## src/rtl/smr_pkg.sv

```systemverilog
// Package with register map, field layout and timing constants of the mode register file.
package smr_pkg;
  // Register indices on the 8-bit register address.
  localparam logic [7:0] SMR_IDX_DEV_INFO = 8'h00;
  localparam logic [7:0] SMR_IDX_BURST_WR = 8'h01;
  localparam logic [7:0] SMR_IDX_LATENCY = 8'h02;
  localparam logic [7:0] SMR_IDX_DRIVE = 8'h03;
  localparam logic [7:0] SMR_IDX_REFRESH = 8'h04;
  localparam logic [7:0] SMR_IDX_MAKER = 8'h05;
  localparam logic [7:0] SMR_IDX_REV_ONE = 8'h06;
  localparam logic [7:0] SMR_IDX_REV_TWO = 8'h07;
  localparam logic [7:0] SMR_IDX_GEOMETRY = 8'h08;
  localparam logic [7:0] SMR_IDX_VEND_TEST = 8'h09;
  localparam logic [7:0] SMR_IDX_ZQ_CAL = 8'h0A;
  localparam logic [7:0] SMR_IDX_BANK_MASK = 8'h10;
  localparam logic [7:0] SMR_IDX_SEG_MASK = 8'h11;
  localparam logic [7:0] SMR_IDX_PATTERN_A = 8'h20;
  localparam logic [7:0] SMR_IDX_PATTERN_B = 8'h28;
  localparam logic [7:0] SMR_IDX_SOFT_RST = 8'h3F;
  // Field positions in the device information register.
  localparam int SMR_DI_BUSY_BIT = 0;
  localparam int SMR_DI_TYPE_BIT = 1;
  localparam int SMR_DI_ZQ_LSB = 3;
  localparam int SMR_DI_ZQ_MSB = 4;
  // Device type value for this class of part.
  localparam logic SMR_DEV_TYPE_S4 = 1'h0;
  // Self-test result codes.
  localparam logic [1:0] SMR_ZQ_NONE = 2'h0;
  localparam logic [1:0] SMR_ZQ_SUPPLY_OPEN = 2'h1;
  localparam logic [1:0] SMR_ZQ_GROUND = 2'h2;
  localparam logic [1:0] SMR_ZQ_GOOD = 2'h3;
  // Reset values of the writable configuration registers.
  localparam logic [7:0] SMR_BURST_WR_RST = 8'h22;
  localparam logic [7:0] SMR_ZERO_BYTE = 8'h00;
  // Burst length codes.
  localparam logic [2:0] SMR_BL_FOUR = 3'h2;
  // Refresh-rate register keeps only the temperature flag and rate field; the rest reads zero.
  localparam logic [7:0] SMR_REFRESH_MASK = 8'h87;
  // Timing: auto initialisation and calibration durations.
  localparam int SMR_CLK_NS = 10;
  localparam int SMR_INIT_NS = 10000;
  localparam int SMR_ZQ_NS = 1000;
  localparam int SMR_INIT_CYC = SMR_INIT_NS / SMR_CLK_NS;
  localparam int SMR_ZQ_CYC = (SMR_ZQ_NS + SMR_CLK_NS - 1) / SMR_CLK_NS;
  localparam int SMR_CNT_W = 16;
  // Write-recovery code offset: code 1 means 3 cycles.
  localparam logic [3:0] SMR_WR_OFFSET = 4'h2;

  // Command from the controller.
  typedef struct packed {
    logic rd;
    logic wr;
    logic [7:0] register_index;
    logic [7:0] operand_bits;
  } smr_cmd_t;

  // Decoded burst and write configuration.
  typedef struct packed {
    logic [2:0] write_recovery_count;
    logic wrap_select;
    logic burst_order_type;
    logic [2:0] burst_length_field;
  } smr_burst_t;
endpackage
```

## src/rtl/smr_mode_regs.sv

```systemverilog
// Mode register file of a low-power DDR SDRAM, read and written by mode register commands.
`timescale 1ns/1ns
module smr_mode_regs
  import smr_pkg::*;
#(
  // Auto-initialisation length in cycles after a reset write (hardware reset always uses SMR_INIT_CYC); shorten for simulation.
  parameter int INIT_CYCLES = SMR_INIT_CYC,
  // Calibration length in cycles.
  parameter int ZQ_CYCLES = SMR_ZQ_CYC,
  // Read-only identity contents; values are arbitrary.
  parameter logic [7:0] MAKER_VALUE = 8'h5A,
  parameter logic [7:0] REV_ONE_VALUE = 8'h01,
  parameter logic [7:0] REV_TWO_VALUE = 8'h02,
  parameter logic [7:0] GEOMETRY_VALUE = 8'h18,
  parameter logic [7:0] PATTERN_A_VALUE = 8'h55,
  parameter logic [7:0] PATTERN_B_VALUE = 8'hAA
)(
  input wire logic clk_sys,
  input wire logic reset,
  // Command from the controller, one cycle per command.
  input wire smr_cmd_t cmd,
  // Pad status sensed on the calibration pin.
  input wire logic zq_pin_tied_supply,
  input wire logic zq_pin_shorted_ground,
  // Device refresh status bits for the refresh-rate register.
  input wire logic [7:0] refresh_status,
  // Write burst with auto precharge has finished its data.
  input wire logic wr_ap_done,
  // Read answer.
  output logic [7:0] rd_data_ff,
  output logic rd_valid_ff,
  output logic rd_strobe_ff,
  // Decoded configuration, sequencer status flags and the internal precharge pulse.
  output smr_burst_t burst_cfg_ff,
  output logic [7:0] latency_cfg_ff,
  output logic [7:0] drive_cfg_ff,
  output logic [7:0] bank_mask_ff,
  output logic [7:0] seg_mask_ff,
  output logic [7:0] vend_test_ff,
  output logic [7:0] zq_code_ff,
  output logic zq_busy_ff,
  output logic use_factory_trim_ff,
  output logic auto_init_busy_flag_ff,
  output logic internal_precharge_ff
);

  // State of the auto-initialisation and calibration sequencer.
  typedef enum logic [1:0] {SMR_INIT, SMR_IDLE, SMR_ZQ} smr_state_t;
  smr_state_t state_ff;
  smr_state_t nxt_state;
  // Shared down counter for init and calibration.
  logic [SMR_CNT_W-1:0] cnt_ff;
  logic [SMR_CNT_W-1:0] nxt_cnt;
  // Self-test result field.
  logic [1:0] zq_selftest_result_ff;
  // Write-recovery countdown for auto precharge.
  logic [3:0] wr_cnt_ff;
  // Decoded strobes of the current command.
  logic wr_cmd;
  logic soft_rst;
  logic zq_start;

  // Write strobe, ungated; register writes and calibration start are ignored while auto-init runs, reset writes are not.
  assign wr_cmd = cmd.wr;
  // Reset write, operand ignored.
  // reset write decode
  assign soft_rst = wr_cmd && (cmd.register_index == SMR_IDX_SOFT_RST);
  // Calibration start; a bad self-test suppresses it so trim stays in use.
  // ignore calibration commands
  assign zq_start = wr_cmd && (cmd.register_index == SMR_IDX_ZQ_CAL) &&
                    (state_ff == SMR_IDLE) && !use_factory_trim_ff;

  // Sequencer next state: init countdown, then idle, calibration on request.
  always_comb
  begin
    nxt_state = state_ff;
    nxt_cnt = cnt_ff;
    unique case (state_ff)
      SMR_INIT:
      begin
        if (cnt_ff == '0)
          nxt_state = SMR_IDLE;
        else
          nxt_cnt = cnt_ff - 1'b1;
      end
      SMR_IDLE:
      begin
        if (zq_start)
        begin
          nxt_state = SMR_ZQ;
          nxt_cnt = SMR_CNT_W'(ZQ_CYCLES - 1);
        end
      end
      SMR_ZQ:
      begin
        if (cnt_ff == '0)
          nxt_state = SMR_IDLE;
        else
          nxt_cnt = cnt_ff - 1'b1;
      end
    endcase
    // A reset write restarts auto-initialisation from any state.
    if (soft_rst)
    begin
      nxt_state = SMR_INIT;
      nxt_cnt = SMR_CNT_W'(INIT_CYCLES - 1);
    end
  end

  // Sequencer registers.
  always_ff @(posedge clk_sys or posedge reset)
  begin
    if (reset)
    begin
      state_ff <= SMR_INIT;
      cnt_ff <= SMR_CNT_W'(SMR_INIT_CYC - 1);
    end
    else
    begin
      state_ff <= nxt_state;
      cnt_ff <= nxt_cnt;
    end
  end

  // Status outputs of the sequencer.
  always_ff @(posedge clk_sys or posedge reset)
  begin
    if (reset)
    begin
      auto_init_busy_flag_ff <= 1'b1;
      zq_busy_ff <= 1'b0;
    end
    else
    begin
      auto_init_busy_flag_ff <= (nxt_state == SMR_INIT);
      zq_busy_ff <= (nxt_state == SMR_ZQ);
    end
  end

  // Self-test result, captured when calibration finishes.
  always_ff @(posedge clk_sys or posedge reset)
  begin
    if (reset)
    begin
      zq_selftest_result_ff <= SMR_ZQ_NONE;
      use_factory_trim_ff <= 1'b0;
    end
    else if (soft_rst)
    begin
      zq_selftest_result_ff <= SMR_ZQ_NONE;
      use_factory_trim_ff <= 1'b0;
    end
    else if (state_ff == SMR_ZQ && cnt_ff == '0)
    begin
      if (zq_pin_tied_supply)
      begin
        zq_selftest_result_ff <= SMR_ZQ_SUPPLY_OPEN;
        use_factory_trim_ff <= 1'b1;
      end
      else if (zq_pin_shorted_ground)
      begin
        zq_selftest_result_ff <= SMR_ZQ_GROUND;
        use_factory_trim_ff <= 1'b1;
      end
      else
        zq_selftest_result_ff <= SMR_ZQ_GOOD;
    end
  end

  // Writable registers; read-only and reserved indices fall through untouched.
  always_ff @(posedge clk_sys or posedge reset)
  begin
    if (reset)
    begin
      burst_cfg_ff <= smr_burst_t'(SMR_BURST_WR_RST);
      latency_cfg_ff <= SMR_ZERO_BYTE;
      drive_cfg_ff <= SMR_ZERO_BYTE;
      bank_mask_ff <= SMR_ZERO_BYTE;
      seg_mask_ff <= SMR_ZERO_BYTE;
      vend_test_ff <= SMR_ZERO_BYTE;
      zq_code_ff <= SMR_ZERO_BYTE;
    end
    else if (soft_rst)
    begin
      burst_cfg_ff <= smr_burst_t'(SMR_BURST_WR_RST);
      latency_cfg_ff <= SMR_ZERO_BYTE;
      drive_cfg_ff <= SMR_ZERO_BYTE;
      bank_mask_ff <= SMR_ZERO_BYTE;
      seg_mask_ff <= SMR_ZERO_BYTE;
      vend_test_ff <= SMR_ZERO_BYTE;
    end
    else if (wr_cmd && state_ff != SMR_INIT)
    begin
      unique case (cmd.register_index)
        SMR_IDX_BURST_WR:
        begin
          // no-wrap only with length four; otherwise force wrapping.
          burst_cfg_ff <= cmd.operand_bits;
          if (cmd.operand_bits[2:0] != SMR_BL_FOUR)
            burst_cfg_ff.wrap_select <= 1'b0;
        end
        SMR_IDX_LATENCY: latency_cfg_ff <= cmd.operand_bits;
        SMR_IDX_DRIVE: drive_cfg_ff <= cmd.operand_bits;
        SMR_IDX_VEND_TEST: vend_test_ff <= cmd.operand_bits;
        SMR_IDX_BANK_MASK: bank_mask_ff <= cmd.operand_bits;
        SMR_IDX_SEG_MASK: seg_mask_ff <= cmd.operand_bits;
        SMR_IDX_ZQ_CAL:
        begin
          if (zq_start)
            zq_code_ff <= cmd.operand_bits;
        end
        default:
        begin
          // Read-only and reserved indices: no effect.
        end
      endcase
    end
  end

  // Read answer with one cycle latency; strobe toggles on every read.
  always_ff @(posedge clk_sys or posedge reset)
  begin
    if (reset)
    begin
      rd_data_ff <= SMR_ZERO_BYTE;
      rd_valid_ff <= 1'b0;
      rd_strobe_ff <= 1'b0;
    end
    else
    begin
      rd_valid_ff <= cmd.rd;
      if (cmd.rd)
        rd_strobe_ff <= ~rd_strobe_ff;
      if (cmd.rd)
      begin
        unique case (cmd.register_index)
          SMR_IDX_DEV_INFO:
          begin
            rd_data_ff <= SMR_ZERO_BYTE;
            rd_data_ff[SMR_DI_BUSY_BIT] <= auto_init_busy_flag_ff;
            rd_data_ff[SMR_DI_TYPE_BIT] <= SMR_DEV_TYPE_S4;
            rd_data_ff[SMR_DI_ZQ_MSB:SMR_DI_ZQ_LSB] <= zq_selftest_result_ff;
          end
          SMR_IDX_REFRESH: rd_data_ff <= refresh_status & SMR_REFRESH_MASK;
          SMR_IDX_MAKER: rd_data_ff <= MAKER_VALUE;
          SMR_IDX_REV_ONE: rd_data_ff <= REV_ONE_VALUE;
          SMR_IDX_REV_TWO: rd_data_ff <= REV_TWO_VALUE;
          SMR_IDX_GEOMETRY: rd_data_ff <= GEOMETRY_VALUE;
          SMR_IDX_PATTERN_A: rd_data_ff <= PATTERN_A_VALUE;
          SMR_IDX_PATTERN_B: rd_data_ff <= PATTERN_B_VALUE;
          default: rd_data_ff <= SMR_ZERO_BYTE;
        endcase
      end
    end
  end

  // Write-recovery countdown before the internal precharge pulse.
  always_ff @(posedge clk_sys or posedge reset)
  begin
    if (reset)
    begin
      wr_cnt_ff <= '0;
      internal_precharge_ff <= 1'b0;
    end
    else
    begin
      internal_precharge_ff <= 1'b0;
      if (wr_ap_done)
        wr_cnt_ff <= {1'b0, burst_cfg_ff.write_recovery_count} + SMR_WR_OFFSET;
      else if (wr_cnt_ff != '0)
      begin
        wr_cnt_ff <= wr_cnt_ff - 1'b1;
        if (wr_cnt_ff == 4'h1)
          internal_precharge_ff <= 1'b1;
      end
    end
  end

endmodule // smr_mode_regs

```

## config.mk

```make
export PLATFORM = sky130hd
export DESIGN_NAME = smr_mode_regs
export DESIGN_NICKNAME = d
export VERILOG_FILES = /design/src/rtl/smr_pkg.sv /design/src/rtl/smr_mode_regs.sv
export SDC_FILE = /design/constraint.sdc
export NUM_CORES = 1
export LEC_CHECK = 0
export BUFFER_PORTS_ARGS = -buffer_cell sky130_fd_sc_hd__buf_2
export CORE_UTILIZATION = 40
export DETAILED_ROUTE_END_ITERATION = 16
export GPL_TIMING_DRIVEN = 0
export SYNTH_ARGS = -nofsm -noshare
export SYNTH_HDL_FRONTEND = slang
export SYNTH_SLANG_ARGS = --single-unit
```

## constraint.sdc

```tcl
create_clock -name clk_sys -period 2.89 [get_ports clk_sys]
set_clock_uncertainty 0.05 [all_clocks]
set_input_delay 0.4335 -clock clk_sys [delete_from_list [all_inputs] [get_ports clk_sys]]
set_output_delay 0.4335 -clock clk_sys [all_outputs]
set_load 0.1 [all_outputs]
```

# ---- Yosys cells after proc, flatten, opt, wreduce, memory -nomap -nowiden
# Index checks and enable logic that the tools add are counted.
# W data, S select, Z words.
dict set report totals {
  in_bits 31
  word_cells 122
  reg_bits 94
}
dict set report classes {
  n_mux 41
  n_reduce_logical 33
  n_eq_ne 22
  bitwise 2
  n_addsub 3
}
# operator count
set op_table {}
lappend op_table {{$mux W8} 18}
lappend op_table {{$pmux W8 S8} 1}
lappend op_table {{$mux W16} 3}
lappend op_table {{$eq A8 B3 Y1 const B} 4}
lappend op_table {{$pmux W16 S2} 1}
lappend op_table {{$eq A8 B4 Y1 const B} 3}
lappend op_table {{$eq A8 B6 Y1 const B} 3}
lappend op_table {{$reduce_bool A2 Y1} 10}
lappend op_table {{$eq A8 B2 Y1 const B} 2}
lappend op_table {{$eq A8 B5 Y1 const B} 2}
lappend op_table {{$logic_not A16 Y1} 1}
lappend op_table {{$reduce_and A2 Y1} 8}
lappend op_table {{$sub A16 B1 Y16 const B} 1}
lappend op_table {{$mux W2} 6}
lappend op_table {{$mux W1} 9}
lappend op_table {{$eq A8 B1 Y1 const B} 1}
lappend op_table {{$logic_not A8 Y1} 1}
lappend op_table {{$mux W4} 2}
lappend op_table {{$logic_and A1 B1 Y1} 6}
lappend op_table {{$ne A3 B3 Y1 const B} 2}
lappend op_table {{$add A3 B2 Y4 const B} 1}
lappend op_table {{$eq A2 B2 Y1 const B} 2}
lappend op_table {{$eq A4 B1 Y1 const B} 1}
lappend op_table {{$logic_not A2 Y1} 2}
lappend op_table {{10 further kinds} 11}

# ---- Logic depth before layout (Yosys ltp)
dict set report depth {
  word_depth 8
  ltp_mapped 8
  depth_no_buf 7
}

# ---- Least setup slack after synthesis
# No wires, ideal clock.
dict set report synth_path {
  path_kind {reg-to-reg}
  startpoint {register use_factory_trim_ff}
  endpoint {register cnt_ff[13]}
  path_stages_with_launch 6
  setup_ns 0.077
  path_slack_ns 0.237
  required_time_ns 2.763
  arrival_time_ns 2.526
  cell_sequence {dfrtp_1 > or4bb_2 > o31ai_4 > o21ai_2 > or4_1 > a21oi_1}
}
dict set report synth_between {
  elab_chain_cells 4
}
# item line
set synth_rtl {}
lappend synth_rtl {{from (decl)} smr_mode_regs.sv:42} ;# output logic use_factory_trim_ff,
lappend synth_rtl {{from (signal assigned)} smr_mode_regs.sv:146} ;# use_factory_trim_ff <= 1'b0;
lappend synth_rtl {{from (signal assigned)} smr_mode_regs.sv:151} ;# use_factory_trim_ff <= 1'b0;
lappend synth_rtl {{from (signal assigned)} smr_mode_regs.sv:158} ;# use_factory_trim_ff <= 1'b1;
lappend synth_rtl {{$logic_not A1 Y1} smr_mode_regs.sv:71} ;# (state_ff == SMR_IDLE) && !use_factory_trim_ff;
lappend synth_rtl {{$logic_and A1 B1 Y1} smr_mode_regs.sv:71}
lappend synth_rtl {{$ne A3 B3 Y1 (no source line)} n/a}
lappend synth_rtl {{$reduce_and A2 Y1 (no source line)} n/a}
lappend synth_rtl {{to (signal assigned)} smr_mode_regs.sv:116} ;# cnt_ff <= SMR_CNT_W'(SMR_INIT_CYC - 1);
lappend synth_rtl {{to (signal assigned)} smr_mode_regs.sv:121} ;# cnt_ff <= nxt_cnt;
lappend synth_rtl {{to (decl)} smr_mode_regs.sv:52} ;# logic [SMR_CNT_W-1:0] cnt_ff;
# Every way passes these cells.
# A chain may end at the register's enable or synchronous reset.

# ---- Worst setup path after layout
dict set report layout_path {
  startpoint {register cnt_ff[0]}
  endpoint {register zq_selftest_result_ff[0]}
}
dict set report layout_between {
  elab_chain_cells 3
}
# item line
set layout_rtl {}
lappend layout_rtl {{$logic_not A16 Y1} smr_mode_regs.sv:153} ;# else if (state_ff == SMR_ZQ && cnt_ff == '0)
lappend layout_rtl {{$logic_and A1 B1 Y1} smr_mode_regs.sv:153}
lappend layout_rtl {{$reduce_bool A2 Y1 (no source line)} n/a}
lappend layout_rtl {{to (signal assigned)} smr_mode_regs.sv:150} ;# zq_selftest_result_ff <= SMR_ZQ_NONE;
lappend layout_rtl {{to (signal assigned)} smr_mode_regs.sv:157} ;# zq_selftest_result_ff <= SMR_ZQ_SUPPLY_OPEN;
lappend layout_rtl {{to (signal assigned)} smr_mode_regs.sv:162} ;# zq_selftest_result_ff <= SMR_ZQ_GROUND;
lappend layout_rtl {{to (decl)} smr_mode_regs.sv:55} ;# logic [1:0] zq_selftest_result_ff;
# Every way passes these cells.

==> results.json <==
{
  "critPathKind": "reg2reg",
  "fp.coreArea_um2": 10900,
  "synthArstFlopShare": 1.00,
  "cp.arrival_ns": 2.75,
  "synth_top_area_frac": 0.462,
  "drive_above_1_share": 0.274,
  "finalNonFillerCells": 702,
  "drv_slew": 0,
  "critical_path_required_ns": 3.07,
  "ff2ff_path_depth": 8,
  "path_max_fanout": 7,
  "portBuffers": 94,
  "synth-seq-cells": 94,
  "regArea_um2": 2370,
  "synthCells": 450,
  "tns_ns": 0,
  "yosysSeqAreaShare": 0.527,
  "power_density_nw_per_um2": 575,
  "ys_top_cells_by_count": "dfrtp_1 (83), nand2_1 (68), nor2_1 (48)",
  "postPlaceCellArea_um2": 5180,
  "timing.rr.end": "zq_selftest_result_ff[0]$_DFFE_PP0P_",
  "synth_area_per_cell_um2": 9.98,
  "cpPeakStageDelay_ns": 0.67,
  "initial_utilization": 0.413,
  "endpoint_kind": "flop",
  "clk_transition_reported_paths_ns": 0.10,
  "dp_cells": 686,
  "fin_ws_ns": 0.321,
  "diodes": 0,
  "hold_viol": 0,
  "clock-root-buffer": "clkbuf_8",
  "dp_slack_ns": 0.00289,
  "cts_max_path_buffers": 2,
  "dieWidth_um": 108,
  "cp_top_family": "simple AND/OR/NAND/NOR gates",
  "final_cell_area_um2": 5370,
  "vias": 3708,
  "path_cells": "inv_1 > ha_1 > nor4b_1 > and2_0 > clkbuf_1 > nand3_1 > nor3b_1 > nor3_1",
  "cts_setup_buffers": 0,
  "yosys.area.top_type": "dfrtp_1",
  "tightest_slew_ns": 0.804,
  "drc": 0,
  "ir_worst_vdd_v": 0.000353,
  "first_pass_iters": 4,
  "grt_pass1_wl_um": 18700,
  "cap_violations": 0,
  "synth_flop_cell": "dfrtp_1",
  "leakagePower_uw": 0.00282,
  "post_synth_num_cell_types": 61,
  "wl_um": 11600,
  "status": "finished, final reports clean",
  "cts_buffers": 9,
  "cts.sinks": 94,
  "syn2layout_area_growth_pct": 19.6,
  "vias_per_cell": 5.28,
  "synth_area_um2": 4490,
  "die_y_um": 108,
  "cts_tree": "built",
  "clock.fmax_mhz": 389,
  "yosys_warnings": 0,
  "cts_max_level": 3,
  "antenna_left": 0,
  "die-area_um2": 11700,
  "crit_slowest_cell": "nor4b_1",
  "rows": 38,
  "final_nets": 592,
  "synth_edf_count": 0,
  "multiInputGateArea_um2": 1940,
  "cts_resized": 0,
  "grt_pass1_vias": 3675,
  "io_pins": 101,
  "period_needed_ns": 2.57,
  "place_congestion": 0.879,
  "cts_hold_buf": 0,
  "syn_nets": 485,
  "synthTopCellsByArea": "dfrtp_1 (46%), dfstp_2 (6.4%), mux2i_1 (6.2%)",
  "fin_util": 0.493,
  "grt_setup_unrepaired": "false",
  "path_depth": 8,
  "grt_start_max_net_pins": 36,
  "worst_skew_pair.late_latency_ns": 0.37,
  "critPathLaunchType": "flop",
  "avgRoutedWirePerCell_um": 16.6,
  "setup_viol": 0,
  "antenna_found_initial": 0,
  "min_period_over_period": 0.889,
  "relSlewSlack": 0.456,
  "dr.first_iter.drc_count": 137,
  "fill_cells": 1058,
  "hpwl_um": 8480,
  "path_buf_inv": 2,
  "synth_most_common_cell": "dfrtp_1",
  "grt_usage": 0.211,
  "reg2reg_from": "cnt_ff[0]$_DFFE_PP1P_",
  "grt.overflow.total": 0,
  "hold_path_class": "in2async",
  "rrSetupSlack_ns": 0.32
}
[final cells by class]
type / instances / area share
inverter: 17 / 0.0126
sequential: 94 / 0.440
clock inverter: 5 / 0.0112
timing repair buffer: 96 / 0.0950
clock buffer: 11 / 0.0245
multi-input combinational: 318 / 0.361
tap: 140 / 0.0326
buffer: 21 / 0.0231
[state kept, by name, indices dropped and copies added (netlist names)]
name / cells
cnt_ff: 16
bank_mask_ff: 8
burst_cfg_ff: 8
drive_cfg_ff: 8
latency_cfg_ff: 8
rd_data_ff: 8
seg_mask_ff: 8
vend_test_ff: 8
zq_code_ff: 8
wr_cnt_ff: 4
state_ff: 2
zq_selftest_result_ff: 2
auto_init_busy_flag_ff: 1
internal_precharge_ff: 1
rd_strobe_ff: 1
rd_valid_ff: 1
use_factory_trim_ff: 1
zq_busy_ff: 1
[placed cells by master, fill, tap and decap left out, types with 6 or more instances in the layout]
cell type  netlist  final
nor4_1           6      6
dfrtp_1         83     83
clkbuf_1        16     18
dfstp_2         11     11
nor3_1          10     10
mux2i_1         28     28
a21oi_1         37     37
buf_2            0     94
clkbuf_8         3     12
nor2_1          48     48
inv_1           17     16
o21ai_0         14     14
mux2_2          11     11
nand2_1         68     68
nand3_1         14     14
[worst max path at each step]
stage                                          startpoint                              endpoint  slack [ns]
after global routing                cnt_ff[0]$_DFFE_PP1P_  zq_selftest_result_ff[0]$_DFFE_PP0P_        0.13
after CTS                           cnt_ff[0]$_DFFE_PP1P_  zq_selftest_result_ff[0]$_DFFE_PP0P_        0.34
after global placement                            cmd[15]           bank_mask_ff[7]$_DFFE_PP0P_        0.03
after floorplan           use_factory_trim_ff$_DFFE_PP0P_                cnt_ff[13]$_DFFE_PP0P_        0.24
final                               cnt_ff[0]$_DFFE_PP1P_  zq_selftest_result_ff[0]$_DFFE_PP0P_        0.32
after detailed placement                          cmd[15]           bank_mask_ff[7]$_DFFE_PP0P_       0.003
[cells by family after synthesis]
| logic type | count (synthesis) | share of synthesized area |
|---|---|---|
| AOI/OAI and AO/OA | 86 | 0.122 |
| xor gates and xnor gates | 4 | 0.00780 |
| adders and majority gates | 4 | 0.0111 |
| buffers and inverters | 38 | 0.0418 |
| DFF | 94 | 0.527 |
| muxes | 39 | 0.0900 |
| and+or+nand+nor | 185 | 0.201 |
[through the flow]
| step | total power (µW) | hold slack [ns] |
|---|---|---|
| final | 3090 | 0.0812 |
| after global routing | 3230 | 0.131 |
| after CTS | 3120 | 0.0911 |
| after detailed placement | 2240 | 0.400 |
| after global placement | 2220 | 0.397 |
| after floorplan | 2070 | 0.379 |
[layer usage]
layer | GRT usage | wire length, µm
met1 | 0.286 | 5380
met2 | 0.327 | 5330
met3 | 0.0488 | 727
met4 | 0.0832 | 200
met5 | 0 | 0
[report_power, final]
part           switching (µW)  internal [µW]
combinational             586            168
sequential               52.0           1400
clock                     474            404
No activity file was read; power rests on OpenSTA's default activity.
